**src/logic/bctl_pkg.sv**
```systemverilog
// Shared constants and types for the third buck channel control registers.
`default_nettype none
package bctl_pkg;

  // Register byte addresses.
  localparam logic [7:0] ADDR_STANDBY = 8'h30;
  localparam logic [7:0] ADDR_RESERVED = 8'h31;
  localparam logic [7:0] ADDR_CTRL = 8'h32;
  localparam logic [7:0] ADDR_ACTIVE = 8'h33;

  // Field positions.
  localparam int CODE_MSB = 5;
  localparam int SPAN_BIT = 6;
  localparam int EN_BIT = 0;
  localparam int PG_BIT = 1;
  localparam int UNMASK_BIT = 2;

  // Values after reset; the device defaults are set per ordering option.
  localparam logic [5:0] RST_STANDBY_CODE = 6'h20;
  localparam logic [5:0] RST_ACTIVE_CODE = 6'h20;
  localparam logic RST_SPAN = 1'b0;
  localparam logic RST_EN_BIT = 1'b0;
  localparam logic RST_UNMASK = 1'b0;

  // Voltage table figures in millivolts.
  localparam logic [12:0] LOW_BASE_MV = 13'h0320;
  localparam logic [12:0] LOW_STEP_MV = 13'h0019;
  localparam logic [12:0] HIGH_BASE_MV = 13'h04E2;
  localparam logic [12:0] HIGH_STEP_MV = 13'h0032;
  localparam logic [12:0] LOW_ODD_MV = 13'h05C8;
  localparam logic [12:0] FB_LOW_MV = 13'h0271;
  localparam logic [12:0] FB_HIGH_MV = 13'h04E2;
  localparam logic [12:0] LOW_MIN_MV = 13'h0320;
  localparam logic [12:0] LOW_MAX_MV = 13'h0898;
  localparam logic [12:0] HIGH_MIN_MV = 13'h0514;
  localparam logic [12:0] HIGH_MAX_MV = 13'h1130;
  localparam logic [5:0] CODE_ADJUST = 6'h00;
  localparam logic [5:0] LOW_FLAT_LAST = 6'h07;
  localparam logic [5:0] LOW_ODD_CODE = 6'h22;
  localparam logic [15:0] PG_MARGIN_PCT = 16'h0006;
  localparam logic [15:0] PCT_DIV = 16'h0064;

  // Switching rate as a fractional accumulator on the core clock.
  localparam int CLK_HZ = 10_000_000;
  localparam int PWM_HZ = 1_600_000;
  localparam int ACC_UNIT = 100_000;
  localparam logic [7:0] PWM_ACC_STEP = 8'(PWM_HZ / ACC_UNIT);
  localparam logic [7:0] PWM_ACC_MOD = 8'(CLK_HZ / ACC_UNIT);

  // One register access from the serial interface.
  typedef struct packed {
    logic wrEn;
    logic rdEn;
    logic [7:0] addr;
    logic [7:0] wrData;
  } bctl_req_t;

  // Decoded output voltage.
  typedef struct packed {
    logic [12:0] mv;
    logic adjust;
  } bctl_volt_t;

  typedef enum logic [1:0] {
    MODE_PWM = 2'b01,
    MODE_PFM = 2'b10
  } bctl_mode_t;

endpackage : bctl_pkg
`default_nettype wire

```
**src/logic/buck_channel_three_control_regs.sv**
```systemverilog
// Register bank and digital control of the third buck channel.
`timescale 1ns/1ps
`default_nettype none
// Behaviour
// RULE1: Address 30h bits 5:0 hold the read/write standby voltage code.
// RULE2: Address 33h bits 5:0 hold the read/write active voltage code.
// RULE3: Address 33h bit 6 holds the read/write voltage span select.
// RULE4: Span 0 decodes into 0.8 to 2.2 V, span 1 into 1.3 to 4.4 V.
// RULE5: Code zero is adjustable; low span flat 0.800 then 25 mV steps.
// RULE6: Host checks the target fits the current span before changing span.
// RULE7: Address 32h bit 2 unmasks the output fault; zero masks it.
// RULE8: Read-only bits ignore writes; here all but the status bit at 32h bit 1 read as zero.
// RULE9: PWM switching runs at a fixed 1.6 MHz.
// RULE10: Light load moves control to PFM; heavier load returns to PWM.
// RULE11: Channel runs only with enable pin high and enable bit set.
// RULE12: Power-good status bit drops to zero when output is low.
// RULE13: Voltage set pin low uses active code, high uses standby code.
// RULE14: Masked fault is not reported, but the status bit still updates.
module buck_channel_three_control_regs (
  // Clock and reset
  input wire logic core_clk,
  input wire logic sys_rst,
  // Register port from the serial interface
  input wire bctl_pkg::bctl_req_t regReq,
  output logic [7:0] regRdData,
  output logic regRdValid,
  // Pins and analog status
  input wire logic enablePin,
  input wire logic voltageSetPin,
  input wire logic powerGoodIn,
  input wire logic lightLoadIn,
  // Converter control
  output logic channelEnable,
  output logic [12:0] targetMv,
  output logic [12:0] pgThresholdMv,
  output logic adjustMode,
  output logic switchTick,
  output logic pfmMode,
  // Fault signalling
  output logic faultReport
);

  logic [5:0] standbyCode_ff;
  logic [5:0] activeCode_ff;
  logic spanSel_ff;
  logic enBit_ff;
  logic unmask_ff;
  logic pgStatus_ff;
  logic [7:0] rdData_ff;
  logic rdValid_ff;
  logic [5:0] selCode_ff;
  logic [12:0] targetMv_ff;
  logic [12:0] threshMv_ff;
  logic adjust_ff;
  logic chanEn_ff;
  logic fault_ff;
  logic tick_ff;
  logic [7:0] acc_ff;
  logic [7:0] nxt_acc;
  logic nxt_tick;
  bctl_pkg::bctl_mode_t mode_ff;
  bctl_pkg::bctl_mode_t nxt_mode;
  logic [3:0] pinSync;
  logic enSync;
  logic vselSync;
  logic pgSync;
  logic lightSync;
  logic [7:0] rdByte;
  logic wrStandby;
  logic wrCtrl;
  logic wrActive;
  bctl_pkg::bctl_volt_t decVolt;
  logic [12:0] decThresh;

  bctl_sync #(
    .W(4)
  ) u_sync (
    .core_clk(core_clk),
    .sys_rst(sys_rst),
    .asyncIn({enablePin, voltageSetPin, powerGoodIn, lightLoadIn}),
    .syncOut(pinSync)
  );

  assign enSync = pinSync[3];
  assign vselSync = pinSync[2];
  assign pgSync = pinSync[1];
  assign lightSync = pinSync[0];

  // Address decode for writes; other addresses are silently ignored.
  always_comb begin
    wrStandby = 1'b0;
    wrCtrl = 1'b0;
    wrActive = 1'b0;
    if (!regReq.wrEn) begin
      wrStandby = 1'b0;
    end else if (regReq.addr == bctl_pkg::ADDR_STANDBY) begin
      wrStandby = 1'b1;
    end else if (regReq.addr == bctl_pkg::ADDR_CTRL) begin
      wrCtrl = 1'b1;
    end else if (regReq.addr == bctl_pkg::ADDR_ACTIVE) begin
      wrActive = 1'b1;
    end
  end

  always_ff @(posedge core_clk) begin
    if (sys_rst) begin
      standbyCode_ff <= bctl_pkg::RST_STANDBY_CODE;
    end else if (wrStandby) begin
      standbyCode_ff <= regReq.wrData[bctl_pkg::CODE_MSB:0]; // see RULE1
    end
  end

  always_ff @(posedge core_clk) begin
    if (sys_rst) begin
      activeCode_ff <= bctl_pkg::RST_ACTIVE_CODE;
      spanSel_ff <= bctl_pkg::RST_SPAN;
    end else if (wrActive) begin
      activeCode_ff <= regReq.wrData[bctl_pkg::CODE_MSB:0]; // see RULE2
      spanSel_ff <= regReq.wrData[bctl_pkg::SPAN_BIT]; // see RULE3
    end
  end

  // Bit 1 of this byte is status only, so writes leave it alone.
  always_ff @(posedge core_clk) begin
    if (sys_rst) begin
      enBit_ff <= bctl_pkg::RST_EN_BIT;
      unmask_ff <= bctl_pkg::RST_UNMASK;
    end else if (wrCtrl) begin
      enBit_ff <= regReq.wrData[bctl_pkg::EN_BIT];
      unmask_ff <= regReq.wrData[bctl_pkg::UNMASK_BIT]; // see RULE7
    end
  end

  always_ff @(posedge core_clk) begin
    if (sys_rst) begin
      pgStatus_ff <= 1'b0;
    end else begin
      pgStatus_ff <= pgSync; // see RULE12
    end
  end

  // Read mux; read-only bits other than the power-good status bit, and unmapped bits, return zero.
  always_comb begin
    rdByte = 8'h00;
    if (regReq.addr == bctl_pkg::ADDR_STANDBY) begin
      rdByte = {2'b00, standbyCode_ff}; // see RULE8
    end else if (regReq.addr == bctl_pkg::ADDR_RESERVED) begin
      rdByte = 8'h00; // see RULE8
    end else if (regReq.addr == bctl_pkg::ADDR_CTRL) begin
      rdByte = {5'h00, unmask_ff, pgStatus_ff, enBit_ff};
    end else if (regReq.addr == bctl_pkg::ADDR_ACTIVE) begin
      rdByte = {1'b0, spanSel_ff, activeCode_ff};
    end
  end

  always_ff @(posedge core_clk) begin
    if (sys_rst) begin
      rdData_ff <= 8'h00;
      rdValid_ff <= 1'b0;
    end else begin
      rdValid_ff <= regReq.rdEn;
      if (regReq.rdEn) begin
        rdData_ff <= rdByte;
      end
    end
  end

  // A span change takes effect at once; the host must pick codes with care.
  always_ff @(posedge core_clk) begin
    if (sys_rst) begin
      selCode_ff <= bctl_pkg::RST_ACTIVE_CODE;
    end else begin
      selCode_ff <= vselSync ? standbyCode_ff : activeCode_ff; // see RULE13
    end
  end

  bctl_vdecode u_vdecode (
    .code(selCode_ff),
    .spanSel(spanSel_ff),
    .volt(decVolt),
    .thresholdMv(decThresh)
  );

  always_ff @(posedge core_clk) begin
    if (sys_rst) begin
      targetMv_ff <= 13'h0000;
      threshMv_ff <= 13'h0000;
      adjust_ff <= 1'b0;
    end else begin
      targetMv_ff <= decVolt.mv; // see RULE4 see RULE5
      threshMv_ff <= decThresh;
      adjust_ff <= decVolt.adjust;
    end
  end

  always_ff @(posedge core_clk) begin
    if (sys_rst) begin
      chanEn_ff <= 1'b0;
    end else begin
      chanEn_ff <= enSync && enBit_ff; // see RULE11
    end
  end

  // A disabled channel never reports a fault, whatever the comparator says.
  always_ff @(posedge core_clk) begin
    if (sys_rst) begin
      fault_ff <= 1'b0;
    end else begin
      fault_ff <= chanEn_ff && unmask_ff && !pgSync; // see RULE14
    end
  end

  always_comb begin
    nxt_mode = mode_ff;
    case (mode_ff)
      bctl_pkg::MODE_PWM: begin
        if (lightSync) begin
          nxt_mode = bctl_pkg::MODE_PFM; // see RULE10
        end
      end
      bctl_pkg::MODE_PFM: begin
        if (!lightSync) begin
          nxt_mode = bctl_pkg::MODE_PWM; // see RULE10
        end
      end
      default: begin
        nxt_mode = bctl_pkg::MODE_PWM;
      end
    endcase
  end

  always_ff @(posedge core_clk) begin
    if (sys_rst) begin
      mode_ff <= bctl_pkg::MODE_PWM;
    end else begin
      mode_ff <= nxt_mode;
    end
  end

  // 1.6 MHz is not a whole divide of the core clock, so the tick spacing
  // is six or seven cycles, seven once in every four ticks, to hold the average rate.
  always_comb begin
    nxt_acc = acc_ff + bctl_pkg::PWM_ACC_STEP;
    nxt_tick = 1'b0;
    if (nxt_acc >= bctl_pkg::PWM_ACC_MOD) begin
      nxt_acc = nxt_acc - bctl_pkg::PWM_ACC_MOD; // see RULE9
      nxt_tick = chanEn_ff && (mode_ff == bctl_pkg::MODE_PWM);
    end
  end

  always_ff @(posedge core_clk) begin
    if (sys_rst) begin
      acc_ff <= 8'h00;
      tick_ff <= 1'b0;
    end else begin
      acc_ff <= nxt_acc;
      tick_ff <= nxt_tick;
    end
  end

  assign regRdData = rdData_ff;
  assign regRdValid = rdValid_ff;
  assign channelEnable = chanEn_ff;
  assign targetMv = targetMv_ff;
  assign pgThresholdMv = threshMv_ff;
  assign adjustMode = adjust_ff;
  assign switchTick = tick_ff;
  assign pfmMode = (mode_ff == bctl_pkg::MODE_PFM);
  assign faultReport = fault_ff;

  // Helper logic read only by the checks below.
  logic [3:0] tickGap_ff;
  logic [12:0] lowStepMv;
  always_ff @(posedge core_clk) begin
    if (sys_rst || !chanEn_ff || mode_ff != bctl_pkg::MODE_PWM) begin
      tickGap_ff <= 4'h8;
    end else if (tick_ff) begin
      tickGap_ff <= 4'h1;
    end else if (tickGap_ff != 4'hF) begin
      tickGap_ff <= tickGap_ff + 4'h1;
    end
  end
  assign lowStepMv = bctl_pkg::LOW_BASE_MV + bctl_pkg::LOW_STEP_MV *
                     ({7'h00, selCode_ff} - 13'h0007);
endmodule : buck_channel_three_control_regs
`default_nettype wire

```
**src/logic/bctl_sync.sv**
```systemverilog
// Two-stage synchroniser for pin inputs.
`timescale 1ns/1ps
`default_nettype none
module bctl_sync #(
  parameter int W = 1
) (
  // Clock and reset
  input wire logic core_clk,
  input wire logic sys_rst,
  // Data
  input wire logic [W-1:0] asyncIn,
  output logic [W-1:0] syncOut
);

  logic [W-1:0] stage1_ff;
  logic [W-1:0] stage2_ff;

  // The first stage feeds only the second stage.
  always_ff @(posedge core_clk) begin
    if (sys_rst) begin
      stage1_ff <= '0;
      stage2_ff <= '0;
    end else begin
      stage1_ff <= asyncIn;
      stage2_ff <= stage1_ff;
    end
  end

  assign syncOut = stage2_ff;

endmodule : bctl_sync
`default_nettype wire

```
**src/logic/bctl_vdecode.sv**
```systemverilog
// Voltage code decoder for the third buck channel.
`timescale 1ns/1ps
`default_nettype none
module bctl_vdecode (
  // Code and range
  input wire logic [5:0] code,
  input wire logic spanSel,
  // Decoded target
  output bctl_pkg::bctl_volt_t volt,
  output logic [12:0] thresholdMv
);

  logic [12:0] code13;
  logic [15:0] margin;

  assign code13 = {7'h00, code};

  always_comb begin
    volt.adjust = (code == bctl_pkg::CODE_ADJUST);
    if (volt.adjust) begin
      // External divider mode: the output pin becomes a feedback input.
      volt.mv = spanSel ? bctl_pkg::FB_HIGH_MV : bctl_pkg::FB_LOW_MV;
    end else if (spanSel) begin
      volt.mv = bctl_pkg::HIGH_BASE_MV + bctl_pkg::HIGH_STEP_MV * code13;
    end else if (code <= bctl_pkg::LOW_FLAT_LAST) begin
      volt.mv = bctl_pkg::LOW_BASE_MV;
    end else if (code == bctl_pkg::LOW_ODD_CODE) begin
      // This entry breaks the 25 mV pattern and is kept as tabulated.
      volt.mv = bctl_pkg::LOW_ODD_MV;
    end else begin
      volt.mv = bctl_pkg::LOW_BASE_MV + bctl_pkg::LOW_STEP_MV *
                (code13 - {7'h00, bctl_pkg::LOW_FLAT_LAST});
    end
  end

  // Power-good trip point sits a fixed percentage under the target.
  assign margin = ({3'h0, volt.mv} * bctl_pkg::PG_MARGIN_PCT) /
                  bctl_pkg::PCT_DIV;
  assign thresholdMv = volt.mv - margin[12:0];

endmodule : bctl_vdecode
`default_nettype wire

```
**config.mk**
```make
export PLATFORM = sky130hd
export DESIGN_NAME = buck_channel_three_control_regs
export DESIGN_NICKNAME = d
export VERILOG_FILES = /design/src/logic/bctl_pkg.sv /design/src/logic/buck_channel_three_control_regs.sv /design/src/logic/bctl_sync.sv /design/src/logic/bctl_vdecode.sv
export SDC_FILE = /design/constraint.sdc
export NUM_CORES = 1
export LEC_CHECK = 0
export ABC_AREA = 1
export BUFFER_PORTS_ARGS = -buffer_cell sky130_fd_sc_hd__buf_4
export CELL_PAD_IN_SITES_DETAIL_PLACEMENT = 1
export CELL_PAD_IN_SITES_GLOBAL_PLACEMENT = 1
export CORE_ASPECT_RATIO = 0.7
export CORE_MARGIN = 2
export CORE_UTILIZATION = 45
export CTS_CLUSTER_DIAMETER = 150
export DETAILED_ROUTE_END_ITERATION = 7
export PLACE_DENSITY = 0.93
export SLEW_MARGIN = 30
export SYNTH_ARGS = -nofsm -noshare
export SYNTH_HDL_FRONTEND = slang
export SYNTH_HIERARCHICAL = 1
export SYNTH_SLANG_ARGS = --single-unit
```
**constraint.sdc**
```tcl
create_clock -name core_clk -period 37.1 [get_ports core_clk]
set_input_delay 3.71 -clock core_clk [delete_from_list [all_inputs] [get_ports core_clk]]
set_output_delay 3.71 -clock core_clk [all_outputs]
set_load 0.005 [all_outputs]
```
# [Yosys cells after proc, flatten, opt, wreduce, memory -nomap -nowiden]
# Index checks and enable logic that the tools add are counted.
[totals] regBits=79 out_inout_bits=40 elab_cells=72 input_bits=24
[op_classes] mul=3 n_reduce_logical=8 bitwise=1 n_mux=23 eq_ne=9 add_sub_neg=6 magnitude_cmp=2 div=1
[ops] operator="$mux W13" n=4
[ops] operator="$eq A8 B6 Y1 const B" n=4
[ops] operator="$mux W7" n=4
[ops] operator="$div A16 B7 Y16 const B" n=1
[ops] operator="$mul A13 B2 Y15 const B" n=1
[ops] operator="$add A10 B13 Y13 const A" n=1
[ops] operator="$add A11 B13 Y13 const A" n=1
[ops] operator="$mul A5 B13 Y13 const A" n=1
[ops] operator="$sub A13 B13 Y13" n=1
[ops] operator="$mul A5 B6 Y11 const A" n=1
[ops] operator="$mux W11" n=1
[ops] operator="$mux W1" n=9
[ops] operator="$add A8 B5 Y8 const B" n=1
[ops] operator="$ge A8 B7 Y1 const B" n=1
[ops] operator="$mux W8" n=1
[ops] operator="$sub A8 B7 Y8 const B" n=1
[ops] operator="$sub A6 B3 Y7 const B" n=1
[ops] operator="$eq A6 B6 Y1 const B" n=1
[ops] operator="$le A6 B3 Y1 const B" n=1
[ops] operator="$logic_not A6 Y1" n=1
[ops] operator="$mux W6" n=1
[ops] operator="$logic_and A1 B1 Y1" n=4
[ops] operator="$mux W2" n=2
[ops] operator="$pmux W2 S2" n=1
[ops] operator="8 further kinds" n=8

# [Logic depth before layout (Yosys ltp)]
[depth] ltp_word=10 depth_mapped=109 ltp_nobuf=108

# [Cells and area by module]
# Netlist, hierarchy kept.
[modules_own_cells] module="bctl_vdecode" seq_area_each_um2=0.0 cells_per_inst=1105 instances=1 area_per_inst_um2=6273.5
[modules_own_cells] module="buck_channel_three_control_regs" seq_area_each_um2=1361.3 cells_per_inst=386 instances=1 area_per_inst_um2=2787.7
[modules_own_cells] module="bctl_sync" seq_area_each_um2=160.2 cells_per_inst=25 instances=1 area_per_inst_um2=231.5

# [Least setup slack after synthesis]
# Ideal clock, no wire load.
[synth_path] path_kind="reg-to-reg" start="register selCode_ff[3]" end="register threshMv_ff[12] (netlist: pgThresholdMv[12])" slack_ps=24115 arrival_time_ps=12858 required_ps=36972 setup_ps=128 stages_incl_launch_ff=98 synth_period_minus_slack_ps=12985 path_cell_list="dfxtp_1 inv_1 ha_1 a21oi_1 xor2_1 xor2_1 fa_1 ha_1 fa_1 ha_1 a21o_1 a31oi_1 xor2_1 or2_2 nand2_1 nand2_1 o22ai_1 ha_1 [62 not listed] nand2_1 nand2_1 nand3_1 nor2_1 nand2_1 ha_1 fa_1 o21ai_0 a21oi_1 o21bai_1 nand2_1 nand2_1 a21oi_1 o21ai_0 nor2_1 xor2_1 inv_1 nor2_1"
[synth_rtl] item="start, declared" line="buck_channel_three_control_regs.sv:51" source="logic [5:0] selCode_ff;"
[synth_rtl] item="start signal, assigned" line="buck_channel_three_control_regs.sv:171" source="selCode_ff <= bctl_pkg::RST_ACTIVE_CODE;"
[synth_rtl] item="start signal, assigned" line="buck_channel_three_control_regs.sv:173" source="selCode_ff <= vselSync ? standbyCode_ff : activeCode_ff;"
[synth_rtl] item="end signal, assigned" line="buck_channel_three_control_regs.sv:191" source="threshMv_ff <= decThresh;"
[synth_rtl] item="end, declared" line="buck_channel_three_control_regs.sv:53" source="logic [12:0] threshMv_ff;"

==> results by group <==
Routing
  – Routed WL: 33.84 mm
  – Pre-antenna DRT Iters: 5
  – Vias: 10293
  – Wire per inst: 18.41 um
  – DRC marker count from the first detailed-route iteration: 692
  – Antenna-violating nets left: 0
  – DRC violations left: 0
  – Vias per inst: 5.600

Critical path
  – Crit-path max FO: 13
  – CP Launch Type: register
  – Crit-path max cell delay: 690 ps
  – Arrival time at the worst endpoint: 18380 ps
  – Crit path buf inv count: 11
  – Crit Path Class: reg2reg
  – Crit path max-delay family: simple AND/OR/NAND/NOR gates
  – Flop2flop setup slack: 18940 ps
  – CP max stage cell: fa_1
  – Top cell by count, worst path: nand2_1
  – CP Capture Type: register
  – Required time worst endpoint: 37320 ps

Synth
  – Yosys cell types: 53
  – Mapped Area: 9293 sq um
  – Yosys warns: 6
  – Top cells by count, synth: nand2_1 (394), inv_1 (248), nor2_1 (167)
  – Yosys top cell area share: 0.1637
  – Yosys reg bits: 76
  – Most used DFF post-synth: dfxtp_1
  – FFs w/ async S/R, synth: 0
  – Synth area leaders: dfxtp_1 (16%), nand2_1 (16%), ha_1 (11%), inv_1 (10%), nand3_1 (7.4%)
  – Leading area contributor after synthesis: dfxtp_1
  – Post-synth EDFFs: 0
  – Count leader, synth: nand2_1
  – Syn_nets: 1629
  – Sequential fraction of the synthesis area: 0.1637
  – Mapped Cells: 1516
  – Mean area per synthesized cell: 6.130 sq um

STA
  – Hold Fails Final Rpt: 0
  – Tmin final: 18160 ps
  – Normalized max-slew margin: 0.3792
  – Worst slew pin tran: 930.2 ps
  – # setup viols final: 0
  – Setup_tns: 0 ps
  – Clock skew: 18.03 ps
  – Fin crit share: 0.4895
  – RSZ-0062 raised after global routing: false
  – Upper clock frequency limit: 0.05507 GHz
  – Final slew viol count: 0
  – Worst hold-check slack: 410.5 ps

Layout
  – Fin util: 0.5110
  – Nets: 1676
  – Antenna cells: 0
  – Synth-to-Final Area Change: 10.06%
  – Share of cells above drive strength 1: 0.1448

Floorplanning
  – Die Y: 124.2 um
  – Num ports: 64
  – Starting density of the core: 0.4643
  – DIE AREA: 21830 sq um
  – Die width: 175.8 um
  – Core area: 20010 sq um
  – Num rows: 43

Global route
  – Initial antenna violation count: 0
  – First-pass GRT wire length: 55.22 mm
  – Overall Global Routing Usage: 0.3098
  – Vias in the first global route: 10755
  – Largest net degree at the start of global routing: 47
  – GR Overflow Total: 0

Placed design
  – GPL Wtd Cong: 0.8785
  – DPL Wire Length: 24.45 mm
  – Port buffer count: 61

Clock network
  – Worst-case clock buffer depth: 2
  – Clk sink count: 76
  – Post CTS Setup Buffer Count: 0
  – Clock root cell: clkbuf_16
  – CTS tree: yes
  – H-tree levels: 3
  – Worst-skew pair later-pin latency: 360 ps
  – CTS Hold Buffers Added: 0
  – Clk slew on worst S/H paths: 80 ps
  – Total CTS buffers: 9
  – Post-cts sizing count: 0

Worst hold path
  – HP Class: reg2reg

Run
  – Max-Cap Viols: 0

Status
  – Outcome: complete, no violations
==> cells in the final DEF (no fill, tap or decap), drive strengths merged, types with 7 or more instances in the layout <==
cell type	Yosys	layout
a21oi	60	60
buf	22	61
clkbuf	3	9
dfxtp	76	76
fa	11	11
ha	78	78
inv	274	277
nand2	453	453
nand3	158	158
nand4	41	41
nor2	190	190
nor3	7	7
o21ai	46	46
xnor2	11	11
xor2	51	51
==> routing by layer <==
metal | wire, um | GRT usage | up-vias
li1 | - | - | 4852
met1 | 15100 | 0.3988 | 4978
met2 | 15570 | 0.5127 | 349
met3 | 1657 | 0.05199 | 114
met4 | 1511 | 0.1288 | 0
met5 | 0 | 0 | -
==> state kept, by name, summed over array words and instances (netlist names), 4 cells and up <==
| name | count |
|---|---|
| acc_ff | 6 |
| activeCode_ff | 6 |
| pgThresholdMv | 13 |
| regRdData | 7 |
| selCode_ff | 6 |
| standbyCode_ff | 6 |
| targetMv | 13 |
| u_sync/stage1_ff | 4 |
| u_sync/syncOut | 4 |
==> cell type report <==
type                       count  area [sq um]
inverter                     275          1032
multi-input combinational   1140          6570
timing repair buffer          61         457.9
fill                        2797          9787
clock buffer                   9         225.2
sequential                    76          1521
tap                          270         337.8
clock inverter                 7         82.58
==> worst min-delay path, stage by stage, from the launching register on <==
cell	delay [ps]
dfxtp_1	310
inv_1	40
nor2_1	30
==> worst paths after layout <==
check / startpoint / depth (start not counted) / end
worst max-delay path: selCode_ff[3]$_SDFF_PP0_ / 96 / pgThresholdMv[12]$_SDFF_PP0_
worst min-delay path: u_sync/stage1_ff[0]$_SDFF_PP0_ / 2 / u_sync/syncOut[0]$_SDFF_PP0_
worst max register to register: selCode_ff[3]$_SDFF_PP0_ / 96 / pgThresholdMv[12]$_SDFF_PP0_
worst min register to register: u_sync/stage1_ff[0]$_SDFF_PP0_ / 2 / u_sync/syncOut[0]$_SDFF_PP0_
==> metrics by stage <==
stage               worst slack (ps)  instance area [sq um]  std cells
detailed placement             20050                   9920       1822
global route                   17510                  10230       1838
CTS                            19410                  10230       1838
finish                         18940                  10230       1838
floorplan                      24110                   9293       1516
global placement               20920                   9920       1822
==> logic make-up after synthesis <==
kind of cell,Yosys count,share of synthesized area
buffers and inverters,300,0.1293
AOI/OAI and AO/OA,126,0.08146
other,1,0.0004035
DFF,76,0.1637
and+or+nand+nor,862,0.4352
adders and majority gates,89,0.1287
xor gates and xnor gates,62,0.06126
Power is left out: the tool's default activity adds up to more than one toggle a clock period on the data nets, which glitch-free logic cannot reach.
